**src/verilog/eri_pkg.sv**
```systemverilog
// Package: register map, field positions and carriers for the signalling/zero-run interrupt block
package eri_pkg;

  // Register indices; the APB byte address is index * 4
  localparam logic [15:0] ERI_IDX_SIG_STATUS = 16'h0B10;
  localparam logic [15:0] ERI_IDX_SIG_ENABLE = 16'h0B11;
  localparam logic [15:0] ERI_IDX_ZR_ENABLE  = 16'h0B12;
  localparam logic [15:0] ERI_IDX_ZR_STATUS  = 16'h0B13;
  localparam logic [17:0] ERI_ADDR_SIG_STATUS = {ERI_IDX_SIG_STATUS, 2'b00};
  localparam logic [17:0] ERI_ADDR_SIG_ENABLE = {ERI_IDX_SIG_ENABLE, 2'b00};
  localparam logic [17:0] ERI_ADDR_ZR_ENABLE  = {ERI_IDX_ZR_ENABLE, 2'b00};
  localparam logic [17:0] ERI_ADDR_ZR_STATUS  = {ERI_IDX_ZR_STATUS, 2'b00};

  // Signalling status / enable bit positions
  localparam int ERI_BIT_TX_START  = 5;
  localparam int ERI_BIT_RX_START  = 4;
  localparam int ERI_BIT_TX_END    = 3;
  localparam int ERI_BIT_RX_END    = 2;
  localparam int ERI_BIT_CRC_FAIL  = 1;
  localparam int ERI_BIT_OVERSIZE  = 0;
  // Zero-run status / enable bit positions
  localparam int ERI_BIT_SA7       = 1;
  localparam int ERI_BIT_ZERO_RUN  = 0;

  localparam logic [7:0] ERI_SIG_MASK   = 8'h3F;
  localparam logic [7:0] ERI_ZR_MASK    = 8'h03;
  localparam logic [7:0] ERI_RESET_BYTE = 8'h00;

  // Failure thresholds in consecutive bad-CRC frames, oversize limit in bytes
  localparam logic [6:0] ERI_CRC_THRESH_LO  = 7'd32;
  localparam logic [6:0] ERI_CRC_THRESH_HI  = 7'd64;
  localparam logic [8:0] ERI_OVERSIZE_BYTES = 9'd276;

  // Sa7 vote: zero in at least VOTE_MIN of VOTE_LEN observations
  localparam int ERI_VOTE_LEN = 3;
  localparam int ERI_VOTE_MIN = 2;

  // Event pulses from the framer and signalling engine
  typedef struct packed {
    logic sa7_obs_valid;
    logic sa7_obs_bit;
    logic zero_run_state;
    logic crc_frame_done;
    logic crc_frame_bad;
    logic rx_byte;
    logic rx_msg_end;
    logic tx_unit_start;
    logic tx_unit_end;
    logic rx_msg_start;
  } eri_event_type;

endpackage : eri_pkg

```
**src/verilog/eri_irq.sv**
```systemverilog
// Signalling and zero-run interrupt flags, enables and APB register port
//
// Notes on behaviour
// Sa7 change enabled: interrupt when Sa7 zero in two of three observations.
// Sa7 change enabled: interrupt also when Sa7-zero declaration ends.
// Zero-run change enabled: interrupt when excessive-zero condition declared.
// Zero-run change enabled: interrupt when excessive-zero condition removed.
// Sa7 and zero-run enables read/write; 0 blocks, 1 permits; reset 0.
// Set CRC failure flag when bad-CRC counter reaches threshold.
// Failure threshold selectable: 32 or 64 consecutive bad-CRC frames.
// Oversize interrupt when received message exceeds 276 bytes.
// Signalling flags set by events, cleared by read, reset to 0.
// CRC failure enable read/write, reset 0; 1 allows interrupt.
// Oversize enable read/write, reset 0; 1 allows interrupt.
// Status bit 5 flags tx unit start, bit 3 tx end; read clears.
// Status bit 4 flags rx message start, bit 2 rx end; read clears.
// Enable register has enables for four transfer flags at same bits.
// Sa7 and zero-run events latched at bits 1 and 0, read clears.
// Interrupt high while any flag and its enable are both set.
//
// Our own choice: the APB register port.
`timescale 1ns/1ps
`default_nettype none
module eri_irq
  import eri_pkg::*;
(
  input  wire logic          CLK_SYS_I,       // 200 MHz system clock
  input  wire logic          RESETN_I,        // Synchronous reset, active low
  input  wire logic          CE_I,            // Clock enable, freezes all state when low
  input  wire logic          PSEL_I,          // APB select
  input  wire logic          PENABLE_I,       // APB enable
  input  wire logic          PWRITE_I,        // APB direction, high for write
  input  wire logic [17:0]   PADDR_I,         // APB byte address
  input  wire logic [31:0]   PWDATA_I,        // APB write data
  output logic      [31:0]   PRDATA_O,        // APB read data, registered
  output logic               PREADY_O,        // APB ready, registered
  output logic               PSLVERR_O,       // APB error on unmapped address
  input  wire logic          SA7_BIT_PIN_I,   // Received Sa7 bit, from line domain
  input  wire logic          SA7_STROBE_PIN_I,// Toggles once per new Sa7 observation
  input  wire logic          ZERO_RUN_PIN_I,  // Excessive-zero state, from line domain
  input  wire eri_event_type EVT_I,           // Same-clock events from signalling engine
  output logic               SA7_ZERO_O,      // Current Sa7-zero declaration
  output logic               IRQ_O            // Interrupt, active high level
);

  logic       sa7_bit_s;
  logic       sa7_tgl_s;
  logic       zr_s;
  logic       sa7_tgl_prev_q;
  logic [2:0] sa7_hist_q;
  logic       sa7_zero_q;
  logic       zr_prev_q;
  logic [6:0] crc_cnt_q;
  logic [8:0] rx_len_q;
  logic       rx_over_q;
  logic [7:0] sig_status_q;
  logic [7:0] sig_enable_q;
  logic [7:0] zr_status_q;
  logic [7:0] zr_enable_q;
  logic       thresh_hi_q;
  logic [7:0] sig_set;
  logic [7:0] zr_set;
  logic       sa7_obs;
  logic       sa7_zero_d;
  logic       crc_hit;
  logic       acc;
  logic       rd_sig;
  logic       rd_zr;
  logic       mapped;

  eri_sync u_sync_bit (
    .clk_i   (CLK_SYS_I),
    .rst_n_i (RESETN_I),
    .ce_i    (CE_I),
    .d_i     (SA7_BIT_PIN_I),
    .q_o     (sa7_bit_s)
  );

  eri_sync u_sync_tgl (
    .clk_i   (CLK_SYS_I),
    .rst_n_i (RESETN_I),
    .ce_i    (CE_I),
    .d_i     (SA7_STROBE_PIN_I),
    .q_o     (sa7_tgl_s)
  );

  eri_sync u_sync_zr (
    .clk_i   (CLK_SYS_I),
    .rst_n_i (RESETN_I),
    .ce_i    (CE_I),
    .d_i     (ZERO_RUN_PIN_I),
    .q_o     (zr_s)
  );

  // Access phase is taken once; PREADY_O answers on the next cycle
  assign acc    = PSEL_I && PENABLE_I && !PREADY_O;
  assign mapped = (PADDR_I == ERI_ADDR_SIG_STATUS) || (PADDR_I == ERI_ADDR_SIG_ENABLE) ||
                  (PADDR_I == ERI_ADDR_ZR_ENABLE) || (PADDR_I == ERI_ADDR_ZR_STATUS);
  assign rd_sig = acc && !PWRITE_I && (PADDR_I == ERI_ADDR_SIG_STATUS);
  assign rd_zr  = acc && !PWRITE_I && (PADDR_I == ERI_ADDR_ZR_STATUS);

  // Sa7 majority vote over the last three observations
  assign sa7_obs    = sa7_tgl_s != sa7_tgl_prev_q;
  assign sa7_zero_d = ({1'b0, ~sa7_hist_q[0]} + {1'b0, ~sa7_hist_q[1]}
                       + {1'b0, ~sa7_hist_q[2]}) >= 2'(ERI_VOTE_MIN);

  // threshold select
  assign crc_hit = EVT_I.crc_frame_done && EVT_I.crc_frame_bad &&
                   ((crc_cnt_q + 7'd1) == (thresh_hi_q ? ERI_CRC_THRESH_HI : ERI_CRC_THRESH_LO));

  always_comb
  begin
    zr_set = 8'h00;
    // Sa7 declaration change
    zr_set[ERI_BIT_SA7]      = sa7_zero_d != sa7_zero_q;
    // zero-run either edge
    zr_set[ERI_BIT_ZERO_RUN] = zr_s != zr_prev_q;
    sig_set = 8'h00;
    // transfer events
    sig_set[ERI_BIT_TX_START] = EVT_I.tx_unit_start;
    sig_set[ERI_BIT_RX_START] = EVT_I.rx_msg_start;
    sig_set[ERI_BIT_TX_END]   = EVT_I.tx_unit_end;
    sig_set[ERI_BIT_RX_END]   = EVT_I.rx_msg_end;
    // failure event
    sig_set[ERI_BIT_CRC_FAIL] = crc_hit;
    // oversize event, once per message
    sig_set[ERI_BIT_OVERSIZE] = EVT_I.rx_byte && !rx_over_q && (rx_len_q == ERI_OVERSIZE_BYTES);
  end

  always_ff @(posedge CLK_SYS_I)
  begin
    if (!RESETN_I)
    begin
      sa7_tgl_prev_q <= 1'b0;
      sa7_hist_q     <= 3'h7;
      sa7_zero_q     <= 1'b0;
      zr_prev_q      <= 1'b0;
    end
    else if (CE_I)
    begin
      sa7_tgl_prev_q <= sa7_tgl_s;
      if (sa7_obs)
      begin
        sa7_hist_q <= {sa7_hist_q[1:0], sa7_bit_s};
      end
      sa7_zero_q <= sa7_zero_d;
      zr_prev_q  <= zr_s;
    end
  end

  // consecutive bad-frame counter; a good frame restarts it
  always_ff @(posedge CLK_SYS_I)
  begin
    if (!RESETN_I)
    begin
      crc_cnt_q <= 7'h00;
    end
    else if (CE_I && EVT_I.crc_frame_done)
    begin
      if (!EVT_I.crc_frame_bad || crc_hit)
      begin
        crc_cnt_q <= 7'h00;
      end
      else
      begin
        crc_cnt_q <= crc_cnt_q + 7'd1;
      end
    end
  end

  // received length counter, saturating past the limit
  always_ff @(posedge CLK_SYS_I)
  begin
    if (!RESETN_I)
    begin
      rx_len_q  <= 9'h000;
      rx_over_q <= 1'b0;
    end
    else if (CE_I)
    begin
      if (EVT_I.rx_msg_start)
      begin
        rx_len_q  <= 9'h000;
        rx_over_q <= 1'b0;
      end
      else if (EVT_I.rx_byte && !rx_over_q)
      begin
        if (rx_len_q == ERI_OVERSIZE_BYTES)
        begin
          rx_over_q <= 1'b1;
        end
        else
        begin
          rx_len_q <= rx_len_q + 9'd1;
        end
      end
    end
  end

  // sticky flags; a new event wins over clear-on-read
  always_ff @(posedge CLK_SYS_I)
  begin
    if (!RESETN_I)
    begin
      sig_status_q <= ERI_RESET_BYTE;
      zr_status_q  <= ERI_RESET_BYTE;
    end
    else if (CE_I)
    begin
      sig_status_q <= ((rd_sig ? 8'h00 : sig_status_q) | sig_set) & ERI_SIG_MASK;
      zr_status_q  <= ((rd_zr ? 8'h00 : zr_status_q) | zr_set) & ERI_ZR_MASK;
    end
  end

  // enable registers and threshold select
  always_ff @(posedge CLK_SYS_I)
  begin
    if (!RESETN_I)
    begin
      sig_enable_q <= ERI_RESET_BYTE;
      zr_enable_q  <= ERI_RESET_BYTE;
      thresh_hi_q  <= 1'b0;
    end
    else if (CE_I && acc && PWRITE_I)
    begin
      if (PADDR_I == ERI_ADDR_SIG_ENABLE)
      begin
        sig_enable_q <= PWDATA_I[7:0] & ERI_SIG_MASK;
      end
      if (PADDR_I == ERI_ADDR_ZR_ENABLE)
      begin
        zr_enable_q <= PWDATA_I[7:0] & ERI_ZR_MASK;
        thresh_hi_q <= PWDATA_I[7];
      end
    end
  end

  // APB answer, one cycle after the access phase starts, so one wait state
  always_ff @(posedge CLK_SYS_I)
  begin
    if (!RESETN_I)
    begin
      PREADY_O  <= 1'b0;
      PSLVERR_O <= 1'b0;
      PRDATA_O  <= 32'h0000_0000;
    end
    else if (CE_I)
    begin
      PREADY_O  <= acc;
      PSLVERR_O <= acc && !mapped;
      PRDATA_O  <= 32'h0000_0000;
      if (acc && !PWRITE_I)
      begin
        case (PADDR_I)
          ERI_ADDR_SIG_STATUS: PRDATA_O <= {24'h00_0000, sig_status_q};
          ERI_ADDR_SIG_ENABLE: PRDATA_O <= {24'h00_0000, sig_enable_q};
          ERI_ADDR_ZR_ENABLE:  PRDATA_O <= {24'h00_0000, thresh_hi_q, zr_enable_q[6:0]};
          ERI_ADDR_ZR_STATUS:  PRDATA_O <= {24'h00_0000, zr_status_q};
          default:             PRDATA_O <= 32'h0000_0000;
        endcase
      end
    end
  end

  // interrupt from flags gated by enables
  always_ff @(posedge CLK_SYS_I)
  begin
    if (!RESETN_I)
    begin
      IRQ_O      <= 1'b0;
      SA7_ZERO_O <= 1'b0;
    end
    else if (CE_I)
    begin
      IRQ_O      <= |(sig_status_q & sig_enable_q) || |(zr_status_q & zr_enable_q);
      SA7_ZERO_O <= sa7_zero_q;
    end
  end
endmodule // eri_irq
`default_nettype wire

```
**src/verilog/eri_sync.sv**
```systemverilog
// Three-stage synchroniser for an input from outside the clock domain
`timescale 1ns/1ps
`default_nettype none
module eri_sync
  import eri_pkg::*;
(
  input  wire logic clk_i,    // System clock
  input  wire logic rst_n_i,  // Synchronous reset, active low
  input  wire logic ce_i,     // Clock enable
  input  wire logic d_i,      // Asynchronous level
  output logic      q_o       // Accepted level
);
  logic s1_q;
  logic s2_q;
  logic s3_q;

  always_ff @(posedge clk_i)
  begin
    if (!rst_n_i)
    begin
      s1_q <= 1'b0;
      s2_q <= 1'b0;
      s3_q <= 1'b0;
      q_o  <= 1'b0;
    end
    else if (ce_i)
    begin
      s1_q <= d_i;
      s2_q <= s1_q;
      s3_q <= s2_q;
      // Change accepted only once stages two and three agree
      if (s2_q == s3_q)
      begin
        q_o <= s3_q;
      end
    end
  end
endmodule // eri_sync
`default_nettype wire
```
**config.mk**
```make
export PLATFORM = sky130hd
export DESIGN_NAME = eri_irq
export DESIGN_NICKNAME = d
export VERILOG_FILES = /design/src/verilog/eri_pkg.sv /design/src/verilog/eri_irq.sv /design/src/verilog/eri_sync.sv
export SDC_FILE = /design/constraint.sdc
export NUM_CORES = 1
export LEC_CHECK = 0
export ABC_AREA = 1
export ABC_CLOCK_PERIOD_IN_PS = 1710
export BUFFER_PORTS_ARGS = -buffer_cell sky130_fd_sc_hd__clkbuf_2
export CAP_MARGIN = 20
export CORE_ASPECT_RATIO = 0.5
export CORE_MARGIN = 2
export CORE_UTILIZATION = 51
export CTS_CLUSTER_DIAMETER = 30
export DETAILED_ROUTE_END_ITERATION = 6
export PLACE_DENSITY = 0.9
export RECOVER_POWER = 100
export SYNTH_ARGS = -nofsm -noshare
export SYNTH_HDL_FRONTEND = slang
export SYNTH_SLANG_ARGS = --single-unit
```
**constraint.sdc**
```tcl
create_clock -name CLK_SYS_I -period 1.71 [get_ports CLK_SYS_I]
set_input_delay 0.171 -clock CLK_SYS_I [delete_from_list [all_inputs] [get_ports CLK_SYS_I]]
set_output_delay 0.171 -clock CLK_SYS_I [all_outputs]
set_load 0.1 [all_outputs]
```
# Yosys cells after proc, flatten, opt, wreduce, memory -nomap -nowiden
# Cells that the tools add are included.
[totals] register_bits=88 input_bits=69 out_inout_bits=36 wordCells=101
[op_classes] add_sub_neg=4 order_cmp=1 n_eq_ne=13 muxes=12 bitwise=7 reduce_logical=35
[op_table] cell="== test 18 x 14 -> 1 bit, second input constant" n=4
[op_table] cell="case mux 8 bit (4 select lines)" n=1
[op_table] cell="two-way mux 9 bit" n=3
[op_table] cell="OR reduction 8 bit" n=2
[op_table] cell="two-way mux 7 bit" n=2
[op_table] cell="logical AND 1 bit" n=13
[op_table] cell="AND reduction 2 bit" n=6
[op_table] cell="adder 9 x 1 -> 9 bit, second input constant" n=1
[op_table] cell="== test 9 bit, second input constant" n=1
[op_table] cell="two-way mux 8 bit" n=1
[op_table] cell="adder 7 x 1 -> 7 bit, second input constant" n=1
[op_table] cell="== test 7 bit" n=1
[op_table] cell="bitwise AND 6 bit" n=1
[op_table] cell="two-way mux 6 bit" n=1
[op_table] cell="OR 6 bit" n=1
[op_table] cell="AND reduction 3 bit" n=2
[op_table] cell="logical NOT 1 bit" n=5
[op_table] cell="logical OR 1 bit" n=5
[op_table] cell="nonzero test 2 bit" n=2
[op_table] cell="== test 1 bit" n=3
[op_table] cell="two-way mux 1 bit" n=3
[op_table] cell="inequality test 1 bit" n=3
[op_table] cell="NOT 1 bit" n=3
[op_table] cell="adder 1 x 1 -> 2 bit" n=1
[op_table] cell="6 further kinds" n=6

# Logic depth before layout (Yosys ltp)
# Gate-level depths: netlist (run 1).
[logic_depth] depth_word=6 ltp_mapped=11 depth_no_buf=10

# Hierarchy
# Synthesis (run 1) repeated with hierarchy kept, for this count alone.
[hier_totals] cells_unflattened=491 hier_area_um2=3389.5
[by_module_without_submodules] module="eri_irq" n_inst=1 cells_per_inst=434 area_each_um2=2957.8 seq_area_each_um2=1021.0
[by_module_without_submodules] module="eri_sync" n_inst=3 cells_per_inst=19 area_each_um2=143.9 seq_area_each_um2=80.1

# Worst setup path before layout (run 1)
# Ideal clock, no wire load.
[synth_path] path_kind="reg2reg" startpoint="register PREADY_O" endpoint="register sig_enable_q[0]" setup_ps=116 arrival_ps=1652 required_ps=1594 path_slack_ps=-57 path_stages_with_launch=10 path_buffers=0 period_less_slack_ps=1767 path_cell_list="dfxtp_1 -> nor2_1 -> nand2_1 -> inv_1 -> nand2_1 -> inv_1 -> nand3_4 -> clkinv_2 -> nor2_1 -> nor2_1"
[synth_between] elab_chain_cells=5
[synth_rtl] item="start: declaration" line="eri_irq.sv:36" rtl="output logic PREADY_O,"
[synth_rtl] item="start signal: assignment" line="eri_irq.sv:243" rtl="PREADY_O <= 1'b0;"
[synth_rtl] item="start signal: assignment" line="eri_irq.sv:249" rtl="PREADY_O <= acc;"
[synth_rtl] item="logical NOT 1 bit" line="eri_irq.sv:96" rtl="assign acc = PSEL_I && PENABLE_I && !PREADY_O;"
[synth_rtl] item="logical AND 1 bit" line="eri_irq.sv:96"
[synth_rtl] item="logical AND 1 bit (2 in a row)" line="eri_irq.sv:224" rtl="else if (CE_I && acc && PWRITE_I)"
[synth_rtl] item="AND reduction 2 bit (no line)"
[synth_rtl] item="end signal: assignment" line="eri_irq.sv:228" rtl="sig_enable_q <= PWDATA_I[7:0] & ERI_SIG_MASK;"
[synth_rtl] item="end: declaration" line="eri_irq.sv:57" rtl="logic [7:0] sig_enable_q;"
# Every way passes these cells.
# A chain may end at the register's enable or synchronous reset.

# Worst setup path in the final report (run 1)
[layout_path] startpoint="register crc_cnt_q[0]" endpoint="register crc_cnt_q[6]"
[layout_between] elab_chain_cells=5
[layout_rtl] item="start: declaration" line="eri_irq.sv:53" rtl="logic [6:0] crc_cnt_q;"
[layout_rtl] item="start signal: assignment" line="eri_irq.sv:166" rtl="crc_cnt_q <= crc_cnt_q + 7'd1;"
[layout_rtl] item="adder 7 x 1 -> 7 bit *" line="eri_irq.sv:109, eri_irq.sv:166"
[layout_rtl] item="== test 7 bit" line="eri_irq.sv:109" rtl="((crc_cnt_q + 7'd1) == (thresh_hi_q ? ERI_CRC_THRESH_HI : ERI_CRC_THRESH_LO));"
[layout_rtl] item="logical AND 1 bit" line="eri_irq.sv:108" rtl="assign crc_hit = EVT_I.crc_frame_done && EVT_I.crc_frame_bad &&"
[layout_rtl] item="logical OR 1 bit" line="eri_irq.sv:160" rtl="if (!EVT_I.crc_frame_bad || crc_hit)"
[layout_rtl] item="two-way mux 7 bit *" line="eri_irq.sv:160"
# Every way passes the cells marked *; elsewhere a longest branch is shown, timed or not.

==> results.cfg, run 1 <==
[status]
status = completed

[die]
die_area_um2 = 7290
ioPinCount = 105
die_y_um = 61.4
initial_core_util_pct = 54.1
die_w_um = 119
coreArea_um2 = 6210
num_rows = 20

[timing]
relSlewSlack_pct = 20.9
finClkSkew_ps = 3.71
fin_tns_setup_ps = 0
rsz0062_at_grt = false
post-route-min-period_ps = 1540
max_slew.worst_pin.slew_ps = 1190
slew_violations = 0
fmax_mhz = 648
finalCritPeriodShare_pct = 90.3
setup_violations = 0
setup_ws_ps = 166
hold_violations = 0

[cts]
cts-root-buf = clkbuf_16
h-tree-depth = 3
ctsHoldBuffers = 0
cts_resized = 0
cts_tree = built
cts_buffers = 9
path_clk_slew_ps = 50
postCtsSetupBuffers = 0
cts.sinks = 63
clk-insertion-delay-late_ps = 330
clk_path_buf_depth = 2

[logic_synthesis]
postSynthAreaPerCell_um2 = 7.10
synth.area.top_cells = dfxtp_1 38%, nand2_1 9.1%, a21oi_1 7.2%
ys_warn_count = 0
synth_common_cells = 81 x nand2_1, 63 x dfxtp_1, 63 x nor2_1
synth.top_cell.area_share_pct = 37.6
ys_types = 39
synth_edf_count = 0
syn-cell-area_um2 = 3360
synth.most_common_cell = nand2_1
synth_top_area_cell = dfxtp_1
ys_seq_area_share_pct = 37.6
async_flop_share_pct = 0
syn_inst = 473
ys_seq_elements = 63
ys.flop_type = dfxtp_1

[setup_path]
worstPathCellList = ha_2 -> nand3_1 -> xnor2_1 -> nor3_2 -> nand2_4 -> nand3_1 -> a21oi_1
path_max_fanout = 7
crit_top_cell = nand3_1
crit_path_end_kind = flip-flop
path_class = reg -> reg
r2r_cells = 7
r2r_start = crc_cnt_q[0]
cp_slowest_cell = dfxtp_1
cp.depth = 7
path_delay_family = simple AND/OR/NAND/NOR gates
critPathLaunchType = flip-flop
max_stage_delay_ps = 350
crit-reg2reg-capture = crc_cnt_q[6]
cp_num_buf_inv = 0
arrival_ps = 1740
rrSetupSlack_ps = 170
crit_required_ps = 1910

[power]
leakage_nw = 1.68
power_w = 0.00385
peakVddDrop_mv = 0.520
powerDensity_nw_per_um2 = 984

[drt]
detail_route.iter0.violations = 265
routed_wl_um = 8090
route.detailed.wl_per_inst_um = 13.0
firstDrtPassIters = 5
num_vias = 3337
avgViaCountPerCell = 5.35
antenna_left = 0
drc = 0

[global_routing]
grt_max_degree = 37
grt_pass1_wl_um = 12700
antenna_found_initial = 0
grt_pass1_vias = 2827
grt_use_total_pct = 22.5
grt_overflow = 0

[layout]
area_growth_pct = 16.6
final_nets = 605
drive_gt1_share_pct = 18.1
insertedDiodeCount = 0

[min_path]
min_to = u_sync_tgl.s1_q
min_path_type = in -> reg
min_path_cells = 3
worstHoldStart = SA7_STROBE_PIN_I

[placement]
hpwlAfterDp_um = 5280
place_congestion = 0.857
portBuffers = 51
post-place-ws_ps = 189

[job]
cap_violations = 0
-- through the flow --
stage	instances	utilization [%]	hold WS (ps)	instance area, um^2
CTS	624	63.0	64.4	3910
finish	624	63.1	66.7	3920
detailed placement	608	58.2	404	3610
global placement	608	58.2	394	3610
global route	624	63.1	60.1	3920
floorplan	497	-	306	3450
-- tightest hold or removal path: cells and delay by family --
kind                   cells  cell delay (ps)
buffers and inverters      1               80
and+or+nand+nor            2              110
-- worst max-delay path by stage --
stage                      start         endpoint  slack, ps
floorplan           crc_cnt_q[0]     crc_cnt_q[0]        260
global placement     PADDR_I[12]  sig_status_q[4]        240
detailed placement  crc_cnt_q[0]     crc_cnt_q[6]        190
CTS                 crc_cnt_q[0]     crc_cnt_q[6]        170
global route        crc_cnt_q[1]     crc_cnt_q[6]          4
finish              crc_cnt_q[0]     crc_cnt_q[6]        170
-- where the power goes --
part,internal (W),switching (W)
Clock,0.00116,0.000647
Combinational,0.0000911,0.000429
Sequential,0.00150,0.0000211
-- sequential cells by signal (all words and copies together) (netlist names), 2 cells and up --
signal,flops
rx_len_q,9
PRDATA_O,7
crc_cnt_q,7
sig_enable_q,6
sig_status_q,6
sa7_hist_q,3
zr_enable_q,2
zr_status_q,2
-- cell usage in the layout (no fill, tap or decap), types with 2 or more instances in the layout --
| cell type | synthesis | routed |
|---|---|---|
| nand4_1 | 16 | 16 |
| o211ai_1 | 3 | 3 |
| inv_1 | 44 | 45 |
| nor2_4 | 4 | 4 |
| nand2_1 | 81 | 82 |
| nand2_2 | 6 | 3 |
| clkbuf_1 | 8 | 2 |
| conb_1 | 1 | 25 |
| nor3_2 | 3 | 3 |
| clkinvlp_4 | 0 | 2 |
| o21ai_1 | 8 | 6 |
| xor2_1 | 4 | 4 |
| xnor2_1 | 3 | 3 |
| nor2_1 | 63 | 62 |
| o21ai_0 | 27 | 29 |
| nand3_1 | 35 | 35 |
| buf_4 | 26 | 8 |
| nand3b_1 | 2 | 2 |
| ha_1 | 5 | 4 |
| nor2_2 | 2 | 3 |
| clkbuf_16 | 0 | 9 |
| clkbuf_2 | 0 | 51 |
| dfxtp_1 | 63 | 63 |
| clkinv_2 | 2 | 5 |
| a21oi_1 | 48 | 48 |
| nand2_4 | 0 | 2 |
| nor3_1 | 2 | 2 |
-- routing by layer --
| metal | vias up | share of wire (%) | track usage, % |
|---|---|---|---|
| li1 | 1623 | - | - |
| met1 | 1500 | 41 | 25.9 |
| met2 | 180 | 47 | 39.6 |
| met3 | 34 | 8.8 | 8.15 |
| met4 | 0 | 2.4 | 9.69 |
| met5 | - | 0 | 0 |
-- layout make-up --
class	instances	area, um^2
Fill cell	503	2290
Sequential cell	63	1260
Clock buffer	10	239
Multi-Input combinational cell	348	1740
Timing Repair Buffer	61	323
Clock inverter	6	60.1
Inverter	48	183
Tap cell	88	110
-- cells by family (layout without fill, tap and decap cells) --
logic type / after synthesis / count (layout) / synth area share [%]
fa+ha+maj: 5 / 5 / 1.86
simple gates: 220 / 220 / 30.7
other cells: 1 / 25 / 0.112
buf+inv: 86 / 125 / 13.7
flops: 63 / 63 / 37.6
xor+xnor: 7 / 7 / 1.83
compound gates: 91 / 91 / 14.2
(Power assumes the default switching activity.)
==> run 2: changes to the inputs <==
--- a/config.mk
+++ b/config.mk
@@ -5,13 +5,12 @@
 export SDC_FILE = /design/constraint.sdc
 export NUM_CORES = 1
 export LEC_CHECK = 0
-export ABC_AREA = 1
 export ABC_CLOCK_PERIOD_IN_PS = 1710
 export BUFFER_PORTS_ARGS = -buffer_cell sky130_fd_sc_hd__clkbuf_2
 export CAP_MARGIN = 20
 export CORE_ASPECT_RATIO = 0.5
 export CORE_MARGIN = 2
-export CORE_UTILIZATION = 51
+export CORE_UTILIZATION = 50
 export CTS_CLUSTER_DIAMETER = 30
 export DETAILED_ROUTE_END_ITERATION = 6
 export PLACE_DENSITY = 0.9
==> run 2 against run 1 <==
Effect of this change: the run now ends with negative setup slack left; synthesized cell count shrank 25%; flip-flop and latch count unchanged; first-iteration DRC count is 28% higher; combinational power down 3%; final cell count down 19%; design area grew 1.4%; largest cell class unchanged; highest routed layer unchanged.
==> results.cfg, run 2 <==
[min_path]
min_path_cells = 3
worstHoldStart = PWDATA_I[5]
min_to = sig_enable_q[5]
min_path_type = in -> reg

[logic_synthesis]
ys_warn_count = 0
synth.area.top_cells = dfxtp_1 41%, buf_4 6.1%, mux2i_1 5.9%
synth.top_cell.area_share_pct = 41.0
synth.most_common_cell = dfxtp_1
postSynthAreaPerCell_um2 = 8.72
ys_seq_elements = 63
ys_seq_area_share_pct = 41.0
async_flop_share_pct = 0
synth_top_area_cell = dfxtp_1
synth_edf_count = 0
syn_inst = 353
synthAdderAreaFrac_pct = 2.03
synth_top_family_by_area = simple AND/OR/NAND/NOR gates
ys.flop_type = dfxtp_1
synth_mux_area_share_pct = 7.32
synth-compound-area-share_pct = 15.5
syn-cell-area_um2 = 3080
ys_types = 59
synth_xor_area_share_pct = 3.70
yosys.area_share.simple_pct = 21.1
synth_common_cells = 63 x dfxtp_1, 34 x nand2_1, 32 x nor2_1

[setup_path]
r2r_start = rx_len_q[4]
path_max_fanout = 5
critPathLaunchType = flip-flop
crit-reg2reg-capture = rx_len_q[3]
crit_required_ps = 1920
path_class = reg -> reg
rrSetupSlack_ps = -190
crit_path_end_kind = flip-flop
r2r_cells = 5
arrival_ps = 2100

[drt]
firstDrtPassIters = 6
antenna_left = 0
route.detailed.wl_per_inst_um = 18.7
routed_wl_um = 9460
num_vias = 3101
avgViaCountPerCell = 6.14
detail_route.iter0.violations = 339
drc = 0

[timing]
slew_violations = 0
max_slew.worst_pin.slew_ps = 1130
finalCritPeriodShare_pct = 111
setup_ws_ps = -185
hold_violations = 0
finClkSkew_ps = 6.22
whs_ps = 53.7
post-route-min-period_ps = 1900
relSlewSlack_pct = 24.6
rsz0062_at_grt = true
setup_violations = 5
fmax_mhz = 528

[status]
violations = negative setup slack
status = complete, but fails checks

[layout]
area_growth_pct = 29.0
final_common_cell = dfxtp_1
n_fill_cell = 391
insertedDiodeCount = 0
final_nets = 497
top_register = rx_len_q
top_regs = rx_len_q: 9 flops, PRDATA_O: 7 flops, crc_cnt_q: 7 flops
largest_reg_flops = 9
mostFrequentLayoutCells = 60 x dfxtp_1, 51 x clkbuf_2, 34 x nand2_1
drive_gt1_share_pct = 28.3
multi_input_area_um2 = 1780
register_area_um2 = 1260

[cts]
clk-insertion-delay-late_ps = 330
cts_tree = built
cts.sinks = 63
path_clk_slew_ps = 50
h-tree-depth = 3
cts_buffers = 9
ctsHoldBuffers = 0
clk_path_buf_depth = 2
cts-root-buf = clkbuf_16

[placement]
hpwlAfterDp_um = 4810
post-place-ws_ps = -17.3
place_congestion = 0.872
portBuffers = 51

[global_routing]
grt_use_total_pct = 24.4
antenna_found_initial = 0
grt_overflow = 0
grt_pass1_wl_um = 12800
grt_pass1_vias = 2684
grt_max_degree = 32

[power]
leakage_nw = 1.76
powerDensity_nw_per_um2 = 1060
swShare_pct = 26.1
pwr-share-clk_pct = 51.9
p_switching_w = 0.00110
power_w = 0.00419
seqPwrFrac_pct = 36.1
power.internal_w = 0.00310
peakVddDrop_mv = 0.538
pwr-share-comb_pct = 12.1

[die]
num_rows = 20
ioPinCount = 105
initial_core_util_pct = 51.3
die_area_um2 = 6840
die_y_um = 59.5
coreArea_um2 = 6010
die_w_um = 115

[job]
cap_violations = 0
-- run 2: per-layer routing --
metal	GRT usage (%)	wire, um	vias up	part of all wire, %
li1	-	-	1345	-
met1	27.2	3390	1437	36
met2	44.4	4590	235	49
met3	7.98	817	84	8.6
met4	8.95	658	0	7.0
met5	0	0	-	0
-- run 2: final cells by class --
cell class	instances	area share (%)
clock inverter	5	2.62
tap	77	2.43
multi-input combinational	264	44.9
timing repair buffer	75	10.9
inverter	10	0.945
clock buffer	11	6.37
sequential	63	31.9
-- run 2: worst max-delay path by stage --
stage | endpoint | startpoint | cells past startpoint | slack (ps)
2_1_floorplan | crc_cnt_q[1] | crc_cnt_q[0] | 6 | 40
3_3_place_gp | crc_cnt_q[1] | crc_cnt_q[1] | 6 | 20
3_5_place_dp | crc_cnt_q[5] | crc_cnt_q[1] | 8 | -20
4_1_cts | crc_cnt_q[1] | crc_cnt_q[1] | 6 | 8
5_1_grt | rx_len_q[3] | rx_len_q[4] | 5 | -250
6_report | rx_len_q[3] | rx_len_q[4] | 5 | -190
-- run 2: what timing repair did --
action                                 in CTS  in global routing
endpoints found under the hold margin       0                  0
buffers inserted                            0                  3
gates resized for setup                     4                 27
setup endpoints to repair                   9                 10
pin swaps                                   3                 12
-- run 2: logic make-up (layout without fill, tap and decap cells) --
logic type | Yosys count | in the layout
xor gates and xnor gates | 13 | 13
DFF | 63 | 63
other | 1 | 25
muxes | 20 | 20
adders and majority gates | 5 | 5
AOI/OAI and AO/OA | 72 | 72
buffers and inverters | 50 | 101
and+or+nand+nor | 129 | 129
-- run 2: power by group through the flow --
stage	clock (W)	sequential (W)	combinational, W
final	0.00218	0.00151	0.000506
after global routing	0.00225	0.00151	0.000523
after global placement	0	0.00154	0.000468
after detailed placement	0	0.00154	0.000473
after CTS	0.00218	0.00151	0.000482
after floorplan	0	0.00157	0.000398
-- run 2: per-stage QoR --
stage	instance area, um^2	util (%)	instances	setup TNS (ps)
after floorplan	3180	-	377	0
after global placement	3450	57.4	486	0
after detailed placement	3450	57.4	486	-19.2
after CTS	3830	63.8	502	0
after global routing	3970	66.1	505	-817
final	3970	66.1	505	-408
-- run 2: worst max-delay path: stages (launching register included) --
cell and delay [ps]:
dfxtp_1 440, nor4bb_2 570, a21boi_4 150, o2111ai_2 280, xor2_1 270, nor2_1 70
